`config.mk`:
```
export PLATFORM = sky130hd
export DESIGN_NAME = tec_timer
export DESIGN_NICKNAME = d
export VERILOG_FILES = /design/src/design/tec_pkg.sv /design/src/design/tec_pin_filter.sv /design/src/design/tec_timer.sv
export SDC_FILE = /design/constraint.sdc
export NUM_CORES = 1
export LEC_CHECK = 0
export BUFFER_PORTS_ARGS = -buffer_cell sky130_fd_sc_hd__buf_2
export CORE_MARGIN = 2
export CORE_UTILIZATION = 60
export DETAILED_ROUTE_END_ITERATION = 6
export HOLD_SLACK_MARGIN = 0.15
export PLACE_DENSITY = 0.82
export SYNTH_ARGS = -nofsm -noshare
export SYNTH_HDL_FRONTEND = slang
export SYNTH_SLANG_ARGS = --single-unit
```
`constraint.sdc`:
```
create_clock -name i_clock -period 7.7 [get_ports i_clock]
set_clock_uncertainty 0.05 [all_clocks]
set_input_delay 0.385 -clock i_clock [delete_from_list [all_inputs] [get_ports i_clock]]
set_output_delay 0.385 -clock i_clock [all_outputs]
set_load 0.01 [all_outputs]
```
`src/design/tec_pkg.sv`:
```
// package of constants and types for the timer / external trigger counter
package tec_pkg;
  // ------------------------------------------------------------
  // widths and encodings
  // ------------------------------------------------------------
  localparam int TEC_CNT_W = 16;
  localparam logic [1:0] TEC_CK_DIV11 = 2'h0;
  localparam logic [1:0] TEC_CK_DIV7 = 2'h1;
  localparam logic [1:0] TEC_CK_DIV3 = 2'h2;
  localparam logic [1:0] TEC_CK_PIN = 2'h3;
  localparam logic [1:0] TEC_ST_STOP = 2'h0;
  localparam logic [1:0] TEC_ST_CMD = 2'h1;
  localparam logic [1:0] TEC_ST_RISE = 2'h2;
  localparam logic [1:0] TEC_ST_FALL = 2'h3;
  localparam logic [1:0] TEC_MODE_TIMER = 2'h0;
  // ------------------------------------------------------------
  // reset values and counts
  // ------------------------------------------------------------
  localparam logic [15:0] TEC_CNT_RST = 16'h0000;
  localparam int TEC_DIV_W = 11;
  localparam int TEC_FS_DIV_W = 3;
  // filter times in high-frequency clock periods; one core cycle taken as 1/fc
  localparam int TEC_REJECT_FC = 4;
  localparam int TEC_DETECT_FC = 12;
  // a level must stand this many samples: more than reject, at most detect
  localparam int TEC_FILT_CYC = (TEC_REJECT_FC + TEC_DETECT_FC) / 2;

  typedef struct packed {
    logic auto_capture_enable;
    logic trigger_stop_select;
    logic [1:0] start_control_field;
    logic [1:0] source_clock_select;
    logic [1:0] operating_mode_select;
  } tec_ctrl_s;

  typedef enum logic [2:0] {
    TEC_IDLE = 3'b001,
    TEC_RUN = 3'b010,
    TEC_WAIT = 3'b100
  } tec_state_e;
endpackage

```
`src/design/tec_pin_filter.sv`:
```
// noise filter for the timer input pin
`timescale 1ns/10ps
module tec_pin_filter
  import tec_pkg::*;
#(
  parameter int FILT_CYC = TEC_FILT_CYC
) (
  // clock and reset
  input wire logic i_clock,
  input wire logic i_rst,
  // pin side
  input wire logic i_pin,
  input wire logic i_bypass,
  // filtered level
  output logic o_level
);
  initial begin
    if (FILT_CYC < 2 || FILT_CYC > 255) begin
      $error("filter length out of range");
    end
  end

  logic [7:0] run;
  logic last;
  wire same = (i_pin == last);
  wire settle = same && (run == 8'(FILT_CYC - 1));

  always_ff @(posedge i_clock or posedge i_rst) begin
    if (i_rst) begin
      run <= 8'h00;
      last <= 1'b0;
      o_level <= 1'b0;
    end else begin
      last <= i_pin;
      run <= same ? ((run == 8'hff) ? run : run + 8'h01) : 8'h00;
      // low-speed modes skip the filter; the source holds a machine cycle
      if (i_bypass) begin
        o_level <= i_pin;
      end else if (settle) begin
        o_level <= last;
      end
    end
  end

  // with i_bypass low, short glitches never reach the output
  filt_reject_a: assert property (@(posedge i_clock) disable iff (i_rst)
    (!i_bypass && !$past(i_bypass) && $changed(o_level)) |-> $past(same))
    else $error("filtered level changed on an unsettled input");
endmodule

```
`src/design/tec_timer.sv`:
```
// 16-bit up-counter: timer mode and external trigger timer mode
// ------------------------------------------------------------
// Overview of operation
// - unit has six modes; this block does timer and external trigger timer
// - timer mode counts each source tick and restarts after every clear
// - timer mode match with compare A raises interrupt and clears counter
// - with auto capture on, counter copies into capture B each tick
// - trigger mode idles until trigger edge, then counts source ticks
// - trigger edge is rising or falling per start control field
// - stop select 1: match clears, halts counter and raises interrupt
// - stop select 1: opposite edge before match clears and halts, no interrupt
// - halted counter restarts on the next selected trigger edge
// - stop select 0: match clears, halts, interrupts; opposite edges ignored
// - stop select 0: trigger edge while counting is ignored
// - pin filter rejects 4/fc pulses, detects 12/fc pulses
// - low speed and sleep bypass the filter; source holds a machine cycle; here only i_low_speed drives the filter bypass
// - clock select 00 fc/2^11 or fs/2^3, 01 fc/2^7, 10 fc/2^3, 11 pin
// - start field 00 stop and clear, 01 command, 10 rise, 11 fall
// - compare A loads low then high; takes effect on next tick after high
// - mode 00 selects timer group; trigger mode chosen by edge start codes
// ------------------------------------------------------------
`timescale 1ns/10ps
module tec_timer
  import tec_pkg::*;
#(
  parameter int CNT_W = TEC_CNT_W
) (
  // clock and reset
  input wire logic i_clock,
  input wire logic i_rst_n,
  // control register fields
  input wire tec_ctrl_s i_ctrl,
  input wire logic i_prescaler_tap_select,
  input wire logic i_low_speed,
  input wire logic i_low_freq_tick,
  // compare register byte writes
  input wire logic i_cmp_lo_we,
  input wire logic i_cmp_hi_we,
  input wire logic [7:0] i_cmp_byte,
  // timer input pin
  input wire logic i_timer_input_pin,
  // state out
  output logic [CNT_W-1:0] o_counter,
  output logic [CNT_W-1:0] o_compare_reg_a,
  output logic [CNT_W-1:0] o_capture_reg_b,
  output logic o_running,
  output logic o_timer_match_irq
);
  initial begin
    if (CNT_W != 16) begin
      $error("compare register byte loading serves 16 bits only");
    end
  end

  // ------------------------------------------------------------
  // reset release
  // ------------------------------------------------------------
  logic rst_s1;
  logic rst_s2;
  always_ff @(posedge i_clock or negedge i_rst_n) begin
    if (!i_rst_n) begin
      rst_s1 <= 1'b0;
      rst_s2 <= 1'b0;
    end else begin
      rst_s1 <= 1'b1;
      rst_s2 <= rst_s1;
    end
  end
  wire rst = !rst_s2;

  // ------------------------------------------------------------
  // prescaler and source tick
  // ------------------------------------------------------------
  logic [TEC_DIV_W-1:0] presc;
  always_ff @(posedge i_clock or posedge rst) begin
    if (rst) begin
      presc <= '0;
    end else begin
      presc <= presc + 1'b1;
    end
  end
  wire tick_d11 = (presc == {TEC_DIV_W{1'b1}});
  wire tick_d7 = (presc[6:0] == 7'h7f);
  wire tick_d3 = (presc[2:0] == 3'h7);

  // fs/2^3 from low-frequency ticks
  logic [TEC_FS_DIV_W-1:0] fs_div;
  always_ff @(posedge i_clock or posedge rst) begin
    if (rst) begin
      fs_div <= '0;
    end else if (i_low_freq_tick) begin
      fs_div <= fs_div + 1'b1;
    end
  end
  wire tick_fs3 = i_low_freq_tick && (fs_div == {TEC_FS_DIV_W{1'b1}});
  wire use_fs = i_prescaler_tap_select || i_low_speed;

  // ------------------------------------------------------------
  // pin filter and edges
  // ------------------------------------------------------------
  logic pin_level;
  logic pin_prev;
  tec_pin_filter #(
    .FILT_CYC(TEC_FILT_CYC)
  ) u_filter (
    .i_clock(i_clock),
    .i_rst(rst),
    .i_pin(i_timer_input_pin),
    .i_bypass(i_low_speed),
    .o_level(pin_level)
  );
  always_ff @(posedge i_clock or posedge rst) begin
    if (rst) begin
      pin_prev <= 1'b0;
    end else begin
      pin_prev <= pin_level;
    end
  end
  wire rise = pin_level && !pin_prev;
  wire fall = !pin_level && pin_prev;

  // ------------------------------------------------------------
  // decode
  // ------------------------------------------------------------
  wire [1:0] sel = i_ctrl.source_clock_select;
  wire [1:0] stc = i_ctrl.start_control_field;
  wire src_tick = (sel == TEC_CK_DIV11) ? (use_fs ? tick_fs3 : tick_d11) :
                  (sel == TEC_CK_DIV7) ? tick_d7 :
                  (sel == TEC_CK_DIV3) ? tick_d3 : rise;
  // only the timer group of the unit is served here; other modes clear and stop the counter
  wire mode_ok = (i_ctrl.operating_mode_select == TEC_MODE_TIMER);
  wire trig_mode = mode_ok && ((stc == TEC_ST_RISE) || (stc == TEC_ST_FALL));
  wire timer_mode = mode_ok && (stc == TEC_ST_CMD);
  wire stopped = (stc == TEC_ST_STOP) || !mode_ok;
  wire trig_edge = (stc == TEC_ST_RISE) ? rise : fall;
  wire opp_edge = (stc == TEC_ST_RISE) ? fall : rise;
  wire match = (o_counter == o_compare_reg_a);

  // ------------------------------------------------------------
  // compare register A: two-stage byte load
  // ------------------------------------------------------------
  logic [7:0] cmp_lo;
  logic [CNT_W-1:0] cmp_pend;
  logic cmp_new;
  always_ff @(posedge i_clock or posedge rst) begin
    if (rst) begin
      cmp_lo <= 8'h00;
      cmp_pend <= TEC_CNT_RST;
      cmp_new <= 1'b0;
      o_compare_reg_a <= TEC_CNT_RST;
    end else begin
      if (i_cmp_lo_we) begin
        cmp_lo <= i_cmp_byte;
      end
      // a high write arriving with a tick still wins the pending flag
      if (i_cmp_hi_we) begin
        cmp_pend <= {i_cmp_byte, cmp_lo};
        cmp_new <= 1'b1;
      end else if (src_tick && cmp_new) begin
        o_compare_reg_a <= cmp_pend;
        cmp_new <= 1'b0;
      end
    end
  end

  // ------------------------------------------------------------
  // counter state machine
  // ------------------------------------------------------------
  tec_state_e state;
  tec_state_e next_state;
  always_comb begin
    next_state = state;
    case (state)
      TEC_IDLE: begin
        if (timer_mode) begin
          next_state = TEC_RUN;
        end else if (trig_mode) begin
          next_state = TEC_WAIT;
        end
      end
      TEC_WAIT: begin
        if (stopped) begin
          next_state = TEC_IDLE;
        end else if (trig_edge) begin
          next_state = TEC_RUN;
        end
      end
      TEC_RUN: begin
        if (stopped) begin
          next_state = TEC_IDLE;
        end else if (trig_mode && src_tick && match) begin
          next_state = TEC_WAIT;
        end else if (trig_mode && i_ctrl.trigger_stop_select && opp_edge) begin
          next_state = TEC_WAIT;
        end
      end
      default: begin
        next_state = TEC_IDLE;
      end
    endcase
  end

  // opposite edge halts only with stop select set; a repeat trigger is not looked at
  wire halt_opp = (state == TEC_RUN) && trig_mode && i_ctrl.trigger_stop_select
                  && opp_edge;
  wire run_tick = (state == TEC_RUN) && src_tick && !stopped;
  wire hit = run_tick && match && (timer_mode || trig_mode);

  always_ff @(posedge i_clock or posedge rst) begin
    if (rst) begin
      state <= TEC_IDLE;
      o_counter <= TEC_CNT_RST;
      o_capture_reg_b <= TEC_CNT_RST;
      o_timer_match_irq <= 1'b0;
    end else begin
      state <= next_state;
      o_timer_match_irq <= hit;
      if (stopped || halt_opp || hit) begin
        o_counter <= TEC_CNT_RST;
      end else if (run_tick) begin
        o_counter <= o_counter + 1'b1;
      end
      if (run_tick && i_ctrl.auto_capture_enable) begin
        o_capture_reg_b <= o_counter;
      end
    end
  end
  assign o_running = (state == TEC_RUN);

  // ------------------------------------------------------------
  // checks
  // ------------------------------------------------------------
  match_irq_a: assert property (@(posedge i_clock) disable iff (rst)
    hit |=> (o_timer_match_irq && o_counter == TEC_CNT_RST))
    else $error("match did not interrupt and clear");
  irq_pulse_a: assert property (@(posedge i_clock) disable iff (rst)
    o_timer_match_irq |=> !o_timer_match_irq)
    else $error("match interrupt longer than one cycle");
  count_up_a: assert property (@(posedge i_clock) disable iff (rst)
    (run_tick && !hit && !halt_opp) |=> (o_counter == $past(o_counter) + 16'h0001))
    else $error("counter missed a source tick");
  capture_a: assert property (@(posedge i_clock) disable iff (rst)
    (run_tick && i_ctrl.auto_capture_enable) |=> (o_capture_reg_b == $past(o_counter)))
    else $error("capture register not updated");
  idle_wait_a: assert property (@(posedge i_clock) disable iff (rst)
    (state == TEC_WAIT && !trig_edge) |=> (o_counter == TEC_CNT_RST))
    else $error("counter moved before trigger");
  trig_start_a: assert property (@(posedge i_clock) disable iff (rst)
    (state == TEC_WAIT && trig_edge && !stopped) |=> o_running)
    else $error("trigger edge did not start counter");
  opp_halt_a: assert property (@(posedge i_clock) disable iff (rst)
    (halt_opp && !hit) |=> (!o_running && !o_timer_match_irq && o_counter == TEC_CNT_RST))
    else $error("opposite edge did not halt quietly");
  opp_ignore_a: assert property (@(posedge i_clock) disable iff (rst)
    (o_running && trig_mode && !i_ctrl.trigger_stop_select && !stopped && !hit)
      |=> o_running)
    else $error("counting stopped without match");
  stop_clear_a: assert property (@(posedge i_clock) disable iff (rst)
    (stc == TEC_ST_STOP) |=> (o_counter == TEC_CNT_RST && !o_running))
    else $error("stop code did not clear counter");
  cmp_load_a: assert property (@(posedge i_clock) disable iff (rst)
    (cmp_new && src_tick && !i_cmp_hi_we) |=> (o_compare_reg_a == $past(cmp_pend)))
    else $error("compare value not loaded on tick");
endmodule

```
==> results of run 1 <==
per-layer routing:
layer  global-route usage [%]  vias up
met5                        0        -
met4                     5.85        0
met3                     6.08        6
met2                     37.1       82
met1                     31.6     1648
li1                         -     1530
power by group through the flow:
| stage | Clock, µW | Combinational (µW) | Sequential (µW) |
|---|---|---|---|
| finish | 366 | 183 | 663 |
| global route | 396 | 204 | 672 |
| global placement | 0 | 176 | 672 |
| floorplan | 0 | 105 | 677 |
| detailed placement | 0 | 184 | 674 |
| CTS | 375 | 185 | 664 |
worst register-to-register path, delay by kind of cell (launching register included):
kind,cells,cell delay [ns]
compound gates,2,1.06
simple gates,4,0.76
flops,1,0.39
fa+ha+maj,1,0.19
how the worst max path moves through the flow:
stage | depth (start not counted) | startpoint | endpoint
floorplan | 0 | rst_s2 | cmp_lo[0]
global placement | 6 | i_prescaler_tap_select | o_capture_reg_b[11]
detailed placement | 6 | i_prescaler_tap_select | o_capture_reg_b[15]
CTS | 6 | presc[0] | o_capture_reg_b[5]
global route | 6 | presc[0] | o_capture_reg_b[8]
finish | 7 | presc[0] | o_counter[9]
cells by family after synthesis:
family | Yosys count
AO/OA/AOI/OAI | 52
XOR/XNOR | 33
adder cells (fa/ha/maj) | 6
buffers and inverters | 21
flip-flops | 104
multiplexers | 60
other | 1
AND/OR/NAND/NOR | 109
cell usage in the layout, fill, tap and decap left out, types with 11 or more instances in the layout:
master / count
dfrtp_1: 102
buf_2: 73
mux2_2: 54
nor2_1: 23
xor2_1: 22
nand2_1: 21
a21oi_1: 17
nand3_1: 13
o21ai_0: 12
xnor2_1: 11
per-stage QoR:
stage / instances / hold WS (ns) / worst slack, ns
floorplan: 386 / 0.0394 / 4.54
finish: 568 / 0.185 / 5.11
detailed placement: 550 / 0.123 / 5.09
CTS: 568 / 0.176 / 5.09
global placement: 550 / 0.121 / 5.16
global route: 568 / 0.177 / 4.85
area by class of cell:
class	instances	area share, %
well taps	102	2.38
multi-input cells	261	36.9
clock buffers	9	2.31
clock inverters	7	1.77
inverters	9	0.630
flip-flops and latches	104	48.6
repair buffers	76	7.33
sequential cells by signal, summed over array words and instances, names as in the netlist, 3 cells and up:
register,count
o_counter,16
u_filter.run,8
o_capture_reg_b,16
cmp_pend,16
presc,11
o_compare_reg_a,16
state,3
cmp_lo,8
fs_div,3
==> impl_metrics.json, run 1 <==
{
  "cts_resized": 0,
  "start_util_pct": 61.1,
  "total_power_uw": 1210,
  "ant_nets": 0,
  "cts_root_buf": "clkbuf_8",
  "p_per_area_mw_per_mm2": 226,
  "power_frac_comb_pct": 15.1,
  "netlist_area_mm2": 0.00468,
  "clkTransAtPathRegs_ns": 0.12,
  "cp_data_required_time_ns": 7.87,
  "arrival_ns": 2.76,
  "nFillCells": 564,
  "crit_family": "compound AO/OA/AOI/OAI gates",
  "wl_met1_um": 4220,
  "clk_latency_ns": 0.38,
  "reg2reg_depth": 7,
  "wirelength_um": 9330,
  "synth-main-ff-cell": "dfrtp_1",
  "cts_tree": "yes",
  "coreArea_mm2": 0.00765,
  "num_vias": 3266,
  "p_sw_uw": 349,
  "muxShareOfSynthArea_pct": 14.3,
  "slew_viol_final": 0,
  "p_int_uw": 864,
  "die_h_um": 92.3,
  "p_leak_uw": 0.00250,
  "track_usage_pct": 23.1,
  "route.detailed.drc": 0,
  "fin_crit_ns": 2.59,
  "path_max_fanout": 13,
  "yosysTopAreaCellShare_pct": 55.1,
  "critPathBufInv": 0,
  "finalInstanceArea_mm2": 0.00536,
  "synthCells": 386,
  "synth_compound_area_share_pct": 7.20,
  "placed_area_mm2": 0.00512,
  "synthAdderAreaFrac_pct": 1.61,
  "crit_chain": "ha_1, nand3_1, nor4_4, o211a_4, nand2_1, o21bai_1, nor2_1",
  "min_to": "cmp_lo[2]",
  "synth.distinct_cells": 48,
  "worstHoldPathCells": 2,
  "rsz0062_at_grt": "false",
  "synth.area.top_cells": "dfrtp_1 55%, mux2_2 13%, xor2_1 4.1%",
  "fp-row-count": 32,
  "critical_path_class": "flop to flop",
  "synth_xor_area_share_pct": 6.18,
  "die_area_mm2": 0.00851,
  "cts.sinks": 104,
  "htree_levels": 3,
  "holdBufCountCts": 2,
  "wl_met2_um": 4560,
  "min_path_type": "input port to flop",
  "tns_ns": 0,
  "fin_crit_sh_pct": 33.6,
  "cp-start-kind": "flop",
  "yosys.area_share.simple_pct": 13.0,
  "drive_gt1_share_pct": 33.0,
  "critPathSlowestCell": "o21bai_1",
  "synth_edf_count": 0,
  "power_frac_clock_pct": 30.2,
  "antenna_found_initial": 0,
  "grt_pass1_vias": 3197,
  "grt_max_degree": 60,
  "ctsLongestPathBuffers": 2,
  "first_pass_iters": 4,
  "dp_hpwl_um": 6590,
  "chipWidth_um": 92.3,
  "syn_nets": 416,
  "rr_startpoint": "presc[0]",
  "grt_pass1_wl_um": 15400,
  "viasPerCell": 5.75,
  "hp-start": "i_cmp_byte[2]",
  "place_congestion": 0.817,
  "vdd_ir_drop_max_uv": 188,
  "met3_length_um": 474,
  "post-route-util_pct": 70.1,
  "multi_input_area_mm2": 0.00198,
  "setup_viol": 0,
  "power.share.switching_pct": 28.8,
  "ys_warn_count": 0,
  "synth_top_family_by_area": "multiplexers",
  "drv_cap": 0,
  "synth_commonest_cells": "103 x dfrtp_1, 54 x mux2_2, 23 x nor2_1",
  "seqCellArea_mm2": 0.00261,
  "numPortBuffers": 73,
  "ios": 74,
  "ff2ff_setup_slack_ns": 5.11,
  "async_flop_share_pct": 100,
  "tightest_slew_ns": 1.03,
  "drtIter0Drc": 175,
  "wl_per_cell_um": 16.4,
  "r2r-end": "o_counter[9]",
  "pwr-share-seq_pct": 54.7,
  "antenna_cells": 0,
  "area_growth_pct": 14.7,
  "slew_headroom_pct": 31.1,
  "top_layer_used": "met4",
  "fmax_ghz": 0.386,
  "yosysMostFrequentCell": "dfrtp_1",
  "crit_path_end_kind": "flop",
  "cts_setup_buffers": 0,
  "ys_seq_area_share_pct": 55.7,
  "synth_top_cell_by_area": "dfrtp_1",
  "avgSynthCellArea_um2": 12.1,
  "cts_buffers": 9,
  "critical-path-max-stage-delay_ns": 0.83,
  "synth-seq-cells": 104,
  "nets": 491,
  "hold_viol_final": 0,
  "status": "finished, final reports clean",
  "overflow": 0
}
Note: power is estimated with default switching activity, not from simulation.
==> run 2: changes to the inputs <==
- CORE_UTILIZATION: 60 -> 56
- PLACE_DENSITY: 0.82 -> 0.77
- clock period: 7.7 -> 2.6 ns (I/O delays scaled with it)
==> impl_metrics.json, run 2 (synthesis gave the netlist of run 1 again) <==
{
  "num_vias": 3379,
  "area_growth_pct": 19.7,
  "mostFrequentLayoutCells": "102 x dfrtp_1, 73 x buf_2, 54 x mux2_2",
  "ios": 74,
  "chipWidth_um": 95.4,
  "clkTransAtPathRegs_ns": 0.11,
  "rr_startpoint": "presc[0]",
  "finalInstanceArea_mm2": 0.00560,
  "nets": 518,
  "total_power_uw": 3510,
  "reg2reg_depth": 8,
  "wirelength_um": 9920,
  "ctsLongestPathBuffers": 2,
  "route.detailed.drc": 0,
  "cts_setup_buffers": 0,
  "first_pass_iters": 5,
  "fin_crit_ns": 2.42,
  "min_to": "cmp_new",
  "p_per_area_mw_per_mm2": 627,
  "ant_nets": 0,
  "cts_buffers": 9,
  "layout_commonest_cell": "dfrtp_1",
  "cts_tree": "yes",
  "cts.sinks": 104,
  "tns_ns": 0,
  "arrival_ns": 2.67,
  "wl_per_cell_um": 16.6,
  "hold_viol_final": 0,
  "place_congestion": 0.801,
  "cp_data_required_time_ns": 2.85,
  "placed_area_mm2": 0.00519,
  "cp-start-kind": "flop",
  "grt_pass1_wl_um": 16100,
  "worstHoldPathCells": 2,
  "fin_crit_sh_pct": 93.1,
  "track_usage_pct": 23.2,
  "fmax_ghz": 0.413,
  "drtIter0Drc": 133,
  "die_h_um": 95.4,
  "cts_root_buf": "clkbuf_8",
  "coreArea_mm2": 0.00813,
  "numPortBuffers": 73,
  "tightest_slew_ns": 0.680,
  "grt_pass1_vias": 3393,
  "slew_viol_final": 0,
  "crit_path_end_kind": "flop",
  "setup_viol": 0,
  "r2r-end": "o_counter[14]",
  "hp-start": "i_cmp_hi_we",
  "vdd_ir_drop_max_uv": 480,
  "rsz0062_at_grt": "false",
  "drive_gt1_share_pct": 32.7,
  "ff2ff_setup_slack_ns": 0.18,
  "critical_path_class": "flop to flop",
  "p_leak_uw": 0.00261,
  "antenna_cells": 0,
  "grt_max_degree": 53,
  "overflow": 0,
  "die_area_mm2": 0.00910,
  "htree_levels": 3,
  "post-route-util_pct": 68.8,
  "antenna_found_initial": 0,
  "clk_latency_ns": 0.38,
  "dp_hpwl_um": 6920,
  "drv_cap": 0,
  "slew_headroom_pct": 54.7,
  "min_path_type": "input port to flop",
  "viasPerCell": 5.65,
  "path_max_fanout": 22,
  "status": "finished, final reports clean",
  "timing.hold.ws_ns": 0.193,
  "start_util_pct": 57.5,
  "fp-row-count": 33
}
## run 2: worst max path at each step
stage	endpoint	cells past startpoint	slack [ns]	startpoint
2_1_floorplan	o_compare_reg_a[10]	7	0.39	presc[0]
3_3_place_gp	o_counter[10]	8	0.35	presc[0]
3_5_place_dp	o_counter[14]	8	0.18	presc[0]
4_1_cts	o_counter[14]	8	0.16	presc[0]
5_1_grt	o_counter[14]	8	0.02	presc[0]
6_report	o_counter[14]	8	0.18	presc[0]
## run 2: final cells by class
class,count,area [µm²]
flip-flops and latches,104,2610
fillers,629,2540
multi-input cells,261,1980
repair buffers,103,658
well taps,105,131
clock buffers,9,124
clock inverters,7,62.6
inverters,9,33.8
## run 2: metal layers
layer	GRT usage, %	up-vias	part of all wire (%)
li1	-	1592	-
met3	5.53	14	5.1
met1	30.2	1689	43
met5	0	-	0
met2	38.8	84	50
met4	6.90	0	1.1
## run 2: metrics by stage
step	cells	setup slack [ns]
floorplan	386	0.387
global route	598	0.0178
global placement	560	0.345
CTS	598	0.163
detailed placement	560	0.181
finish	598	0.179
## run 2: power breakdown
group	internal, µW	switching (µW)
combinational	316	262
clock	369	597
sequential	1800	171
total	2480	1030
## run 2: timing repair
| item | in CTS | in global routing |
|---|---|---|
| endpoints found under the hold margin | 25 | 0 |
| gates resized for setup | 0 | 0 |
| hold buffers | 22 | 0 |
## run 2: critical path, cell delays in order (launching register included)
cell,delay [ns]
dfrtp_1,0.38
ha_1,0.19
nand3_1,0.16
nor4_4,0.35
o211a_4,0.24
a21oi_2,0.06
buf_4,0.20
or4_1,0.52
a21oi_1,0.18
